**config.mk**
```make
export PLATFORM = sky130hd
export DESIGN_NAME = smc_host
export DESIGN_NICKNAME = d
export VERILOG_FILES = /design/src/verilog/smc_pkg.sv /design/src/verilog/smc_host.sv /design/src/verilog/smc_line_sync.sv
export SDC_FILE = /design/constraint.sdc
export NUM_CORES = 1
export LEC_CHECK = 0
export BUFFER_PORTS_ARGS = -buffer_cell sky130_fd_sc_hd__clkbuf_2
export CAP_MARGIN = 20
export CORE_AREA = 2 2 128 130
export CTS_CLUSTER_DIAMETER = 150
export DETAILED_ROUTE_END_ITERATION = 8
export DIE_AREA = 0 0 130 132
export SLEW_MARGIN = 20
export SYNTH_ARGS = -nofsm -noshare
export SYNTH_HDL_FRONTEND = slang
export SYNTH_SLANG_ARGS = --single-unit
```
**constraint.sdc**
```tcl
create_clock -name clk -period 1.96 [get_ports clk]
set_input_delay 0.294 -clock clk [delete_from_list [all_inputs] [get_ports clk]]
set_output_delay 0.294 -clock clk [all_outputs]
set_load 0.01 [all_outputs]
```
**src/verilog/smc_pkg.sv**
```systemverilog
package smc_pkg;

	// System clock and bus rate, in kHz
	localparam int CLK_KHZ = 250000;
	localparam int BUS_KHZ = 400;
	// A quarter bit is a least time, so it rounds up
	localparam int QTR_CYC = (CLK_KHZ + 4 * BUS_KHZ - 1) / (4 * BUS_KHZ);
	localparam logic [7:0] QTR_LAST = 8'(QTR_CYC - 1);
	localparam logic [7:0] QTR_RST = 8'h00;

	// Longest time the host may hold the clock low waiting for data
	localparam int STALL_NS = 40000;
	// A longest time rounds down
	localparam int STALL_CYC = (STALL_NS * (CLK_KHZ / 1000)) / 1000;
	localparam logic [13:0] STALL_RST = 14'h0000;

	// Client address and direction bit
	localparam logic [6:0] CLIENT_ADDR = 7'h57;
	localparam logic DIR_WRITE = 1'b0;
	localparam logic DIR_READ = 1'b1;

	// Frame shape: eight data bits and one acknowledge slot
	localparam logic [3:0] ACK_IDX = 4'h8;
	localparam logic [3:0] IDX_RST = 4'h0;
	localparam logic [1:0] PH_FIRST = 2'h0;
	localparam logic [1:0] PH_SETUP = 2'h1;
	localparam logic [1:0] PH_RISE = 2'h2;
	localparam logic [1:0] PH_LAST = 2'h3;
	localparam logic [7:0] BYTE_RST = 8'h00;
	localparam logic [7:0] BYTE_ONES = 8'hFF;
	localparam logic [8:0] FRAME_RST = 9'h1FF;

	typedef enum logic [2:0] {
		KIND_WRITE_BYTE,
		KIND_READ_BYTE,
		KIND_SEND_BYTE,
		KIND_RECV_BYTE,
		KIND_BLOCK_WRITE,
		KIND_BLOCK_READ
	} smc_kind_type;

	typedef enum logic [2:0] {
		S_IDLE,
		S_START,
		S_FRAME,
		S_NEXT,
		S_WAIT_DATA,
		S_STOP
	} smc_state_type;

	typedef enum logic [2:0] {
		ST_ADDR_W,
		ST_REG,
		ST_WDATA,
		ST_ADDR_R,
		ST_RDATA
	} smc_step_type;

endpackage
```
**src/verilog/smc_host.sv**
```systemverilog
//Function
// - Start: data falls while clock high.
// - Stop: data rises while clock high.
// - First byte: 7-bit address, then direction.
// - Bytes are eight bits, MSB first.
// - Host acknowledges reads except the last.
// - Host keeps the clock above 10 kHz.
// - Block transfers carry no byte count.
// - Write byte: address, register, data, stop.
// - Read byte: register, repeated start, read.
// - Block write stores bytes at successive registers.
// - Block read returns successive registers until NACK.
// - Receive byte reads register at current pointer.
module smc_host #(
	parameter int STALL_LIMIT = smc_pkg::STALL_CYC // Clock-low wait limit
) (
	input wire logic clk, // System clock, 250 MHz
	input wire logic rst_n, // Asynchronous reset, active low
	input wire logic cmd_valid, // Transaction request
	input smc_pkg::smc_kind_type cmd_kind, // Transaction kind
	input wire logic [7:0] cmd_reg, // Register address
	input wire logic [7:0] cmd_len, // Byte count for block kinds
	output logic cmd_ready, // Idle, request may be taken
	input wire logic wr_valid, // Write byte offered
	input wire logic [7:0] wr_data, // Write byte
	output logic wr_ready, // Pulse: write byte taken
	output logic [7:0] rd_data, // Last byte read
	output logic rd_valid, // Pulse: rd_data is new
	output logic done, // Pulse: transaction ended
	output logic nack_err, // Client refused a byte
	output logic abort_err, // Write data came too late
	output logic [7:0] ptr_mirror, // Copy of the client pointer
	input wire logic scl_in, // Clock line level
	output logic scl_out, // Clock line drive value
	output logic scl_oe, // High while pulling the clock low
	input wire logic sda_in, // Data line level
	output logic sda_out, // Data line drive value
	output logic sda_oe // High while pulling data low
);

	smc_pkg::smc_state_type state_ff;
	smc_pkg::smc_step_type step_ff;
	smc_pkg::smc_kind_type kind_ff;
	logic [7:0] qtr_cnt_ff;
	logic [13:0] stall_cnt_ff;
	logic [1:0] phase_ff;
	logic [3:0] bit_idx_ff;
	logic [8:0] shift_ff;
	logic [8:0] rx_ff;
	logic [7:0] reg_ff;
	logic [8:0] remain_ff;
	logic [7:0] ptr_ff;
	logic [7:0] rd_data_ff;
	logic scl_oe_ff;
	logic sda_oe_ff;
	logic cmd_ready_ff;
	logic wr_ready_ff;
	logic rd_valid_ff;
	logic done_ff;
	logic nack_err_ff;
	logic abort_err_ff;
	logic pin_low_ff;
	logic scl_s;
	logic sda_s;
	logic tick;
	logic stretch_wait;
	logic on_bus;

	////////////////////////////////////////////////////////////////////
	function automatic logic kind_is_read(smc_pkg::smc_kind_type k);
		kind_is_read = (k == smc_pkg::KIND_READ_BYTE) ||
			(k == smc_pkg::KIND_RECV_BYTE) ||
			(k == smc_pkg::KIND_BLOCK_READ);
	endfunction

	// Bytes to move after the register byte; block reads need one
	function automatic logic [8:0] kind_len(smc_pkg::smc_kind_type k,
		logic [7:0] len);
		if (k == smc_pkg::KIND_SEND_BYTE)
			kind_len = 9'h000;
		else if (k == smc_pkg::KIND_BLOCK_WRITE)
			kind_len = {1'b0, len};
		else if (k == smc_pkg::KIND_BLOCK_READ && len != 8'h00)
			kind_len = {1'b0, len};
		else
			kind_len = 9'h001;
	endfunction

	////////////////////////////////////////////////////////////////////
	// Line synchroniser and bus watch
	smc_line_sync u_sync (
		.clk(clk),
		.rst_n(rst_n),
		.scl_in(scl_in),
		.sda_in(sda_in),
		.scl_s(scl_s),
		.sda_s(sda_s),
		.start_seen(),
		.stop_seen()
	);

	// A released clock still low means someone stretches it: hold time
	assign on_bus = (state_ff == smc_pkg::S_START) ||
		(state_ff == smc_pkg::S_FRAME) || (state_ff == smc_pkg::S_STOP);
	assign stretch_wait = on_bus && !scl_oe_ff && !scl_s;
	assign tick = on_bus && !stretch_wait &&
		(qtr_cnt_ff == smc_pkg::QTR_LAST);

	// Quarter-bit timer for the 400 kHz bus; the client model has no rate limit
	always_ff @(posedge clk or negedge rst_n)
	begin
		if (!rst_n)
			qtr_cnt_ff <= smc_pkg::QTR_RST;
		else if (!on_bus || stretch_wait || tick)
			qtr_cnt_ff <= smc_pkg::QTR_RST;
		else
			qtr_cnt_ff <= qtr_cnt_ff + 8'h01;
	end

	// Bound the clock-low wait for write data, below a 10 kHz half
	always_ff @(posedge clk or negedge rst_n)
	begin
		if (!rst_n)
			stall_cnt_ff <= smc_pkg::STALL_RST;
		else if (state_ff == smc_pkg::S_WAIT_DATA &&
			stall_cnt_ff != 14'(STALL_LIMIT - 1))
			stall_cnt_ff <= stall_cnt_ff + 14'h0001;
		else
			stall_cnt_ff <= smc_pkg::STALL_RST;
	end

	////////////////////////////////////////////////////////////////////
	// Transaction sequencer with the pin drivers
	always_ff @(posedge clk or negedge rst_n)
	begin
		if (!rst_n)
		begin
			state_ff <= smc_pkg::S_IDLE;
			step_ff <= smc_pkg::ST_ADDR_W;
			kind_ff <= smc_pkg::KIND_WRITE_BYTE;
			phase_ff <= smc_pkg::PH_FIRST;
			bit_idx_ff <= smc_pkg::IDX_RST;
			shift_ff <= smc_pkg::FRAME_RST;
			rx_ff <= smc_pkg::FRAME_RST;
			reg_ff <= smc_pkg::BYTE_RST;
			remain_ff <= 9'h000;
			ptr_ff <= smc_pkg::BYTE_RST;
			rd_data_ff <= smc_pkg::BYTE_RST;
			scl_oe_ff <= 1'b0;
			sda_oe_ff <= 1'b0;
			cmd_ready_ff <= 1'b0;
			wr_ready_ff <= 1'b0;
			rd_valid_ff <= 1'b0;
			done_ff <= 1'b0;
			nack_err_ff <= 1'b0;
			abort_err_ff <= 1'b0;
		end
		else
		begin
			wr_ready_ff <= 1'b0;
			rd_valid_ff <= 1'b0;
			done_ff <= 1'b0;
			case (state_ff)
			smc_pkg::S_IDLE:
			begin
				cmd_ready_ff <= 1'b1;
				// Only start on a free bus
				if (cmd_valid && cmd_ready_ff && scl_s && sda_s)
				begin
					cmd_ready_ff <= 1'b0;
					kind_ff <= cmd_kind;
					reg_ff <= cmd_reg;
					remain_ff <= kind_len(cmd_kind, cmd_len);
					nack_err_ff <= 1'b0;
					abort_err_ff <= 1'b0;
					phase_ff <= smc_pkg::PH_FIRST;
					// Receive byte skips the register byte
					if (cmd_kind == smc_pkg::KIND_RECV_BYTE)
						step_ff <= smc_pkg::ST_ADDR_R;
					else
						step_ff <= smc_pkg::ST_ADDR_W;
					state_ff <= smc_pkg::S_START;
				end
			end
			smc_pkg::S_START:
			begin
				if (tick)
				begin
					phase_ff <= phase_ff + 2'h1;
					if (phase_ff == smc_pkg::PH_FIRST)
						sda_oe_ff <= 1'b0;
					else if (phase_ff == smc_pkg::PH_SETUP)
						scl_oe_ff <= 1'b0;
					else if (phase_ff == smc_pkg::PH_RISE)
						sda_oe_ff <= 1'b1;
					else
					begin
						scl_oe_ff <= 1'b1;
						// Address first, then the direction bit
						shift_ff <= {smc_pkg::CLIENT_ADDR,
							(step_ff == smc_pkg::ST_ADDR_R) ?
							smc_pkg::DIR_READ : smc_pkg::DIR_WRITE,
							1'b1};
						bit_idx_ff <= smc_pkg::IDX_RST;
						state_ff <= smc_pkg::S_FRAME;
					end
				end
			end
			smc_pkg::S_FRAME:
			begin
				// Nine slots, MSB first; a 1 releases the data line
				if (tick)
				begin
					phase_ff <= phase_ff + 2'h1;
					if (phase_ff == smc_pkg::PH_FIRST)
						sda_oe_ff <= !shift_ff[8];
					else if (phase_ff == smc_pkg::PH_RISE)
						scl_oe_ff <= 1'b0;
					else if (phase_ff == smc_pkg::PH_LAST)
					begin
						rx_ff <= {rx_ff[7:0], sda_s};
						shift_ff <= {shift_ff[7:0], 1'b1};
						scl_oe_ff <= 1'b1;
						if (bit_idx_ff == smc_pkg::ACK_IDX)
							state_ff <= smc_pkg::S_NEXT;
						else
							bit_idx_ff <= bit_idx_ff + 4'h1;
					end
				end
			end
			smc_pkg::S_NEXT:
			begin
				phase_ff <= smc_pkg::PH_FIRST;
				bit_idx_ff <= smc_pkg::IDX_RST;
				if (step_ff != smc_pkg::ST_RDATA && rx_ff[0])
				begin
					// Client refused the byte: end the transaction
					nack_err_ff <= 1'b1;
					state_ff <= smc_pkg::S_STOP;
				end
				else
				begin
					case (step_ff)
					smc_pkg::ST_ADDR_W:
					begin
						shift_ff <= {reg_ff, 1'b1};
						step_ff <= smc_pkg::ST_REG;
						state_ff <= smc_pkg::S_FRAME;
					end
					smc_pkg::ST_REG:
					begin
						ptr_ff <= reg_ff;
						if (kind_is_read(kind_ff))
						begin
							step_ff <= smc_pkg::ST_ADDR_R;
							state_ff <= smc_pkg::S_START;
						end
						else if (remain_ff == 9'h000)
							state_ff <= smc_pkg::S_STOP;
						else
						begin
							// Data follows directly, no count byte
							step_ff <= smc_pkg::ST_WDATA;
							state_ff <= smc_pkg::S_WAIT_DATA;
						end
					end
					smc_pkg::ST_WDATA:
					begin
						// Client pointer steps on each acknowledge
						ptr_ff <= ptr_ff + 8'h01;
						remain_ff <= remain_ff - 9'h001;
						if (remain_ff == 9'h001)
							state_ff <= smc_pkg::S_STOP;
						else
							state_ff <= smc_pkg::S_WAIT_DATA;
					end
					smc_pkg::ST_ADDR_R:
					begin
						shift_ff <= {smc_pkg::BYTE_ONES,
							remain_ff == 9'h001};
						step_ff <= smc_pkg::ST_RDATA;
						state_ff <= smc_pkg::S_FRAME;
					end
					default:
					begin
						rd_data_ff <= rx_ff[8:1];
						rd_valid_ff <= 1'b1;
						remain_ff <= remain_ff - 9'h001;
						if (remain_ff == 9'h001)
							state_ff <= smc_pkg::S_STOP;
						else
						begin
							// Pointer holds on the last byte read
							ptr_ff <= ptr_ff + 8'h01;
							shift_ff <= {smc_pkg::BYTE_ONES,
								remain_ff == 9'h002};
							state_ff <= smc_pkg::S_FRAME;
						end
					end
					endcase
				end
			end
			smc_pkg::S_WAIT_DATA:
			begin
				if (wr_valid)
				begin
					shift_ff <= {wr_data, 1'b1};
					wr_ready_ff <= 1'b1;
					state_ff <= smc_pkg::S_FRAME;
				end
				else if (stall_cnt_ff == 14'(STALL_LIMIT - 1))
				begin
					abort_err_ff <= 1'b1;
					state_ff <= smc_pkg::S_STOP;
				end
			end
			default:
			begin
				// Stop: data low, clock up, then data up
				if (tick)
				begin
					phase_ff <= phase_ff + 2'h1;
					if (phase_ff == smc_pkg::PH_FIRST)
						sda_oe_ff <= 1'b1;
					else if (phase_ff == smc_pkg::PH_SETUP)
						scl_oe_ff <= 1'b0;
					else if (phase_ff == smc_pkg::PH_RISE)
						sda_oe_ff <= 1'b0;
					else
					begin
						done_ff <= 1'b1;
						state_ff <= smc_pkg::S_IDLE;
					end
				end
			end
			endcase
		end
	end

	// Drive value of both open-drain pins is always low
	always_ff @(posedge clk or negedge rst_n)
	begin
		if (!rst_n)
			pin_low_ff <= 1'b0;
		else
			pin_low_ff <= 1'b0;
	end

	assign cmd_ready = cmd_ready_ff;
	assign wr_ready = wr_ready_ff;
	assign rd_data = rd_data_ff;
	assign rd_valid = rd_valid_ff;
	assign done = done_ff;
	assign nack_err = nack_err_ff;
	assign abort_err = abort_err_ff;
	assign ptr_mirror = ptr_ff;
	assign scl_out = pin_low_ff;
	assign sda_out = pin_low_ff;
	assign scl_oe = scl_oe_ff;
	assign sda_oe = sda_oe_ff;
endmodule

```
**src/verilog/smc_line_sync.sv**
```systemverilog
////////////////////////////////////////////////////////////////////////
// Two-stage synchroniser for both bus lines plus start/stop watch
module smc_line_sync (
	input wire logic clk, // System clock
	input wire logic rst_n, // Asynchronous reset, active low
	input wire logic scl_in, // Raw clock line level
	input wire logic sda_in, // Raw data line level
	output logic scl_s, // Synchronised clock line
	output logic sda_s, // Synchronised data line
	output logic start_seen, // One-cycle pulse on a start condition
	output logic stop_seen // One-cycle pulse on a stop condition
);

	logic [1:0] meta_ff;
	logic [1:0] sync_ff;
	logic [1:0] prev_ff;
	logic start_ff;
	logic stop_ff;

	////////////////////////////////////////////////////////////////////
	// Lines idle high, so reset to high; the first stage feeds only
	// the second
	always_ff @(posedge clk or negedge rst_n)
	begin
		if (!rst_n)
		begin
			meta_ff <= 2'h3;
			sync_ff <= 2'h3;
			prev_ff <= 2'h3;
		end
		else
		begin
			meta_ff <= {scl_in, sda_in};
			sync_ff <= meta_ff;
			prev_ff <= sync_ff;
		end
	end

	// Data edges while the clock stays high mark start and stop
	always_ff @(posedge clk or negedge rst_n)
	begin
		if (!rst_n)
		begin
			start_ff <= 1'b0;
			stop_ff <= 1'b0;
		end
		else
		begin
			start_ff <= prev_ff[1] && sync_ff[1] && prev_ff[0] && !sync_ff[0];
			stop_ff <= prev_ff[1] && sync_ff[1] && !prev_ff[0] && sync_ff[0];
		end
	end

	assign scl_s = sync_ff[1];
	assign sda_s = sync_ff[0];
	assign start_seen = start_ff;
	assign stop_seen = stop_ff;

endmodule

```
* After elaboration in Yosys (flattened, before gate mapping)
Cells that the tools add are included.
** Word-level totals
- Register bits after elaboration :: 100
- Output and inout bits :: 26
- Logic and storage cells :: 253
** Operators by class
- Equal/unequal tests :: 55
- Reductions and logical operators :: 54
- Bitwise gates (word level) :: 7
- Muxes and demuxes :: 108
- Add/subtract/negate cells :: 6
** Operators with widths (number)
- 2-to-1 mux 9 bit :: 14
- 2-to-1 mux 3 bit :: 23
- 2-to-1 mux 8 bit :: 5
- 2-to-1 mux 1 bit :: 39
- 2-to-1 mux 4 bit :: 9
- case mux 9 bit (4 select lines) :: 1
- != test 2 bit (second input constant) :: 16
- case mux 9 bit (3 select lines) :: 1
- case mux 8 bit (3 select lines) :: 1
- equality test 3 x 2 -> 1 bit (second input constant) :: 7
- case mux 3 bit (3 select lines) :: 2
- case mux 9 bit (2 select lines) :: 1
- adder 8 x 1 -> 8 bit (second input constant) :: 2
- equality test 3 bit (second input constant) :: 5
- case mux 3 bit (5 select lines) :: 1
- AND reduction 15 bit :: 1
- AND reduction 5 bit :: 3
- adder 14 x 1 -> 14 bit (second input constant) :: 1
- equality test 14 bit (second input constant) :: 1
- 2-to-1 mux 14 bit :: 1
- != test 14 bit (second input constant) :: 1
- AND reduction 13 bit :: 1
- != test 4 x 2 -> 1 bit (second input constant) :: 3
- case mux 4 bit (3 select lines) :: 1
- other kinds (42) :: 90

* Longest topological paths before layout
- Depth in word-level cells :: 10
- Gate-level depth with buffers :: 9
- Depth with buffers taken out :: 7

* Hierarchy
Synthesis repeated with hierarchy kept, for this count alone.
** Second synthesis, totals
- Cells, all modules :: 549
- Area, all modules :: 5516.5 µm²
** Modules (own cells, without submodules)
- smc_host :: cells an instance 539, area an instance 5288.8 µm², times used 1, seq. area each 2424.8 µm²
- smc_line_sync :: cells an instance 10, area an instance 227.7 µm², times used 1, seq. area each 207.7 µm²

* Worst setup path before layout
OpenSTA, ideal clock, no wires.
- Kind :: reg-to-reg
- Start point :: register state_ff[2]
- End point :: register sda_oe_ff (netlist: sda_oe)
- Path slack :: -0.097 ns
- Period minus slack after synthesis :: 2.057 ns
- Stages on the path, launching flop included :: 7
- Arrival time :: 1.933 ns
- Path buffers :: 1
- Path through :: dfrtp_1 -> buf_2 -> or3b_1 -> a21oi_1 -> nand2_1 -> nor3_1 -> mux2_2
** Between the ends
- Longest elaborated chain between the ends :: 9
- Elaborated cells on any way between the ends :: 18
- Classes of those cells :: eq/ne: 6; mux: 1; bitwise: 1; reduce/logical: 10
** RTL lines
- start, declared :: line smc_host.sv:41 : smc_pkg::smc_state_type state_ff;
- start signal, assigned :: line smc_host.sv:138 : state_ff <= smc_pkg::S_IDLE;
- start signal, assigned :: line smc_host.sv:182 : state_ff <= smc_pkg::S_START;
- start signal, assigned :: line smc_host.sv:205 : state_ff <= smc_pkg::S_FRAME;
- equality test 3 x 1 -> 1 bit or equality test 3 x 2 -> 1 bit (tied branches) :: line smc_host.sv:103, smc_host.sv:163, smc_host.sv:104
- logical OR 1 bit :: line smc_host.sv:103 : assign on_bus = (state_ff == smc_pkg::S_START) ||
- logical OR 1 bit :: line smc_host.sv:104 : (state_ff == smc_pkg::S_FRAME) || (state_ff == smc_pkg::S_STOP);
- logical AND 1 bit (2 in a row) :: line smc_host.sv:105 : assign stretch_wait = on_bus && !scl_oe_ff && !scl_s;
- logical NOT 1 bit :: line smc_host.sv:106 : assign tick = on_bus && !stretch_wait &&
- logical AND 1 bit (2 in a row) :: line smc_host.sv:106
- AND reduction 5 bit (no source line)
- end signal, assigned :: line smc_host.sv:216 : sda_oe_ff <= !shift_ff[8];
- end, declared :: line smc_host.sv:55 : logic sda_oe_ff;
Parallel ways exist; a longest one is shown, timed or not.
A chain may end at the register's enable or synchronous reset.

* Worst setup path after layout
- Start point :: register bit_idx_ff[0]
- End point :: register state_ff[1]
** Between the ends
- Longest elaborated chain between the ends :: 3
** RTL lines
- start, declared :: line smc_host.sv:47 : logic [3:0] bit_idx_ff;
- start signal, assigned :: line smc_host.sv:142 : bit_idx_ff <= smc_pkg::IDX_RST;
- start signal, assigned :: line smc_host.sv:204 : bit_idx_ff <= smc_pkg::IDX_RST;
- start signal, assigned :: line smc_host.sv:227 : bit_idx_ff <= bit_idx_ff + 4'h1;
- equality test 4 bit :: line smc_host.sv:224 : if (bit_idx_ff == smc_pkg::ACK_IDX)
- != test 2 x 1 -> 1 bit (no source line)
- AND reduction 15 bit (no source line)
- end signal, assigned :: line smc_host.sv:225 : state_ff <= smc_pkg::S_NEXT;
- end signal, assigned :: line smc_host.sv:239 : state_ff <= smc_pkg::S_STOP;
- end signal, assigned :: line smc_host.sv:248 : state_ff <= smc_pkg::S_FRAME;
No other way between the ends.

==> results.yml <==
run_status:
  status: "finished, violations left"
  failed_checks: "negative hold slack, negative setup slack"
sta:
  finalMaxSlewViolations: 0
  fmax_mhz: 507
  slew_headroom: 0.634
  rsz0062_at_grt: "true"
  hold_viol: 8
  worstMarginPinSlew_ps: 549
  skew_ps: 9.16
  setup_viol: 1
  timing.final.crit_period_ps: 1970
  fin_ws_ps: -12.0
  whs_ps: -24.2
  finalCritPeriodShare: 1.01
logic_synthesis:
  yosys.area_share.simple: 0.210
  async_reset_ff_frac: 1.00
  synth-xor-area-share: 0.0273
  synth_compound_area_frac: 0.158
  syn_area_um2: 5460
  ys_seq_area_frac: 0.463
  synth_edf_count: 0
  ys.flop_type: "dfrtp_1"
  synthAdderAreaFrac: 0.0344
  syn_avg_cell_area_um2: 9.47
  ys_warn_count: 0
  ys_seq_elements: 100
  synth.area.mux_share: 0.0689
  synth_top_family_by_area: "simple AND/OR/NAND/NOR gates"
  synth.distinct_cells: 69
  syn_inst: 577
grt:
  first_global_vias: 4858
  grt_pass1_wl_um: 23900
  antenna_found_initial: 0
  grt_use_met3: 0.0292
  track_usage: 0.174
  grt_use_met1: 0.232
  grt-ovfl-total: 0
  top_usage_layer: "met2"
  grtUsageMet2: 0.280
  grt_max_degree: 101
placed_design:
  port_buffers: 56
  pre_cts_ws_ps: -141
  gp_congestion: 0.856
  place_area_um2: 6510
  placed_cells: 897
  place_hpwl_um: 10200
worst_setup_path:
  criticalPathCategory: "flop to flop"
  cp-start-kind: "flop"
  cp.arrival_ps: 2200
  crit_slowest_cell: "dfrtp_1"
  reg2reg_slack_ps: -10
  worst-path-max-fanout: 7
  critical_path.max_stage_delay_ps: 410
  crit_chain: "inv_2, ha_1, nand3b_1, o41ai_4, a31oi_4, o41ai_2, o31ai_2"
  cp.required_ps: 2190
  end_kind: "flop"
clocking:
  cts_tree: "yes"
  numCtsBuffers: 9
  clock_path_buffers: 2
  ctsHoldBuffers: 0
  insertion_delay_ps: 350
  cts_sinks: 100
  path_clk_slew_ps: 70
  cts-htree-levels: 3
  cts-root-buf: "clkbuf_16"
final_layout:
  layout-drive-gt1-share: 0.366
  n_antenna_cell: 0
  seq_area_um2: 2530
  n_fill_cell: 1502
  layout.nets: 753
  multi_input_area_um2: 2940
  final_cell_mix: "84 x nand2_1, 83 x buf_4, 76 x dfrtp_1"
  syn2layout_area_growth_pct: 31.1
  fin_cells: 926
  final_cell_area_um2: 7160
  final_common_cell: "nand2_1"
power_and_ir_drop:
  p_per_area_nw_per_um2: 602
  vdd_drop_max_uv: 393
  power_mw: 4.31
  leakagePower_nw: 3.26
route:
  vias: 4725
  drtPass1Iterations: 4
  drtIter0Drc: 223
  vias_per_cell: 5.10
  routed_wl_um: 14100
  antenna_left: 0
  drc: 0
  routedWlPerCell_um: 15.3
die:
  die_w_um: 130
  core_um2: 15700
  die_y_um: 132
  dieArea_um2: 17200
  rows: 46
  initial_utilization: 0.348
  ios: 59
hold_path:
  hp-class: "input port to asynchronous set/reset pin"
job:
  cap_violations: 0
==> per-stage QoR <==
stage                      util  setup TNS, ps
final                     0.456          -12.0
after global routing      0.456          -1430
after CTS                 0.445          -31.4
after detailed placement  0.414          -1220
after global placement    0.414           -847
after floorplan               -           -171
==> metal layers <==
metal	wire length [um]	part of all wire	vias up
met3	543	0.038	11
met2	6970	0.49	92
li1	-	-	2308
met5	0	0	-
met1	6380	0.45	2314
met4	221	0.016	0
==> critical path, delay by kind of cell (launching register included) <==
kind	cells	cell delay, ps
AOI/OAI and AO/OA	4	990
DFF	1	410
and+or+nand+nor	1	190
adders and majority gates	1	170
buffers and inverters	1	80
==> cells by family after synthesis <==
group / Yosys count
multiplexers: 34
AND/OR/NAND/NOR: 233
adder cells (fa/ha/maj): 15
other: 1
AO/OA/AOI/OAI: 127
flip-flops: 100
buffers and inverters: 50
XOR/XNOR: 17
==> flip-flops by register name (all words and copies together) (netlist names), 2 cells and up <==
name            count
ptr_mirror          8
u_sync.sync_ff      2
qtr_cnt_ff          8
stall_cnt_ff       14
kind_ff             3
reg_ff              8
step_ff             3
shift_ff            9
rd_data             8
u_sync.meta_ff      2
bit_idx_ff          4
phase_ff            2
state_ff            3
rx_ff               9
remain_ff           9
==> area by class of cell <==
class                      instances  area share
multi-input combinational        428       0.411
inverter                          22      0.0115
tap                              216      0.0377
clock buffer                      11      0.0339
sequential                       100       0.354
timing repair buffer             144       0.137
clock inverter                     5      0.0148
==> power by group <==
group          total, mW  internal (mW)  switching [mW]
clock network       2.08           1.29           0.793
logic              0.148         0.0590          0.0891
registers           2.08           2.08         0.00620
==> cells in the mapped netlist, types with 14 or more instances <==
library cell / n / share of area
ha_1: 15 / 0.034
mux2_2: 29 / 0.060
nor3_1: 14 / 0.013
inv_1: 21 / 0.014
nand2_1: 86 / 0.059
nor2_1: 51 / 0.035
dfstp_2: 22 / 0.11
nand3_1: 19 / 0.017
clkbuf_1: 15 / 0.010
o21ai_0: 33 / 0.030
dfrtp_1: 78 / 0.36
a21oi_1: 29 / 0.027
==> repair_timing <==
item | CTS | global route
setup buffers | 7 | 6
setup endpoints to repair | 34 | 48
pin swaps | 2 | 6
resized for setup | 18 | 36
==> path summary, 6_finish.rpt <==
| check | startpoint | endpoint | cells after the start |
|---|---|---|---|
| setup / recovery | bit_idx_ff[0] | state_ff[1] | 7 |
| hold / removal | rst_n | kind_ff[1] | 2 |
| setup reg to reg | bit_idx_ff[0] | state_ff[1] | 7 |
| hold reg to reg | u_sync.meta_ff[0] | u_sync.sync_ff[0] | 0 |
| max in group asynchronous | rst_n | qtr_cnt_ff[6] | 2 |
| min in group clk | sda_in | u_sync.meta_ff[0] | 1 |
(Power assumes the default switching activity.)
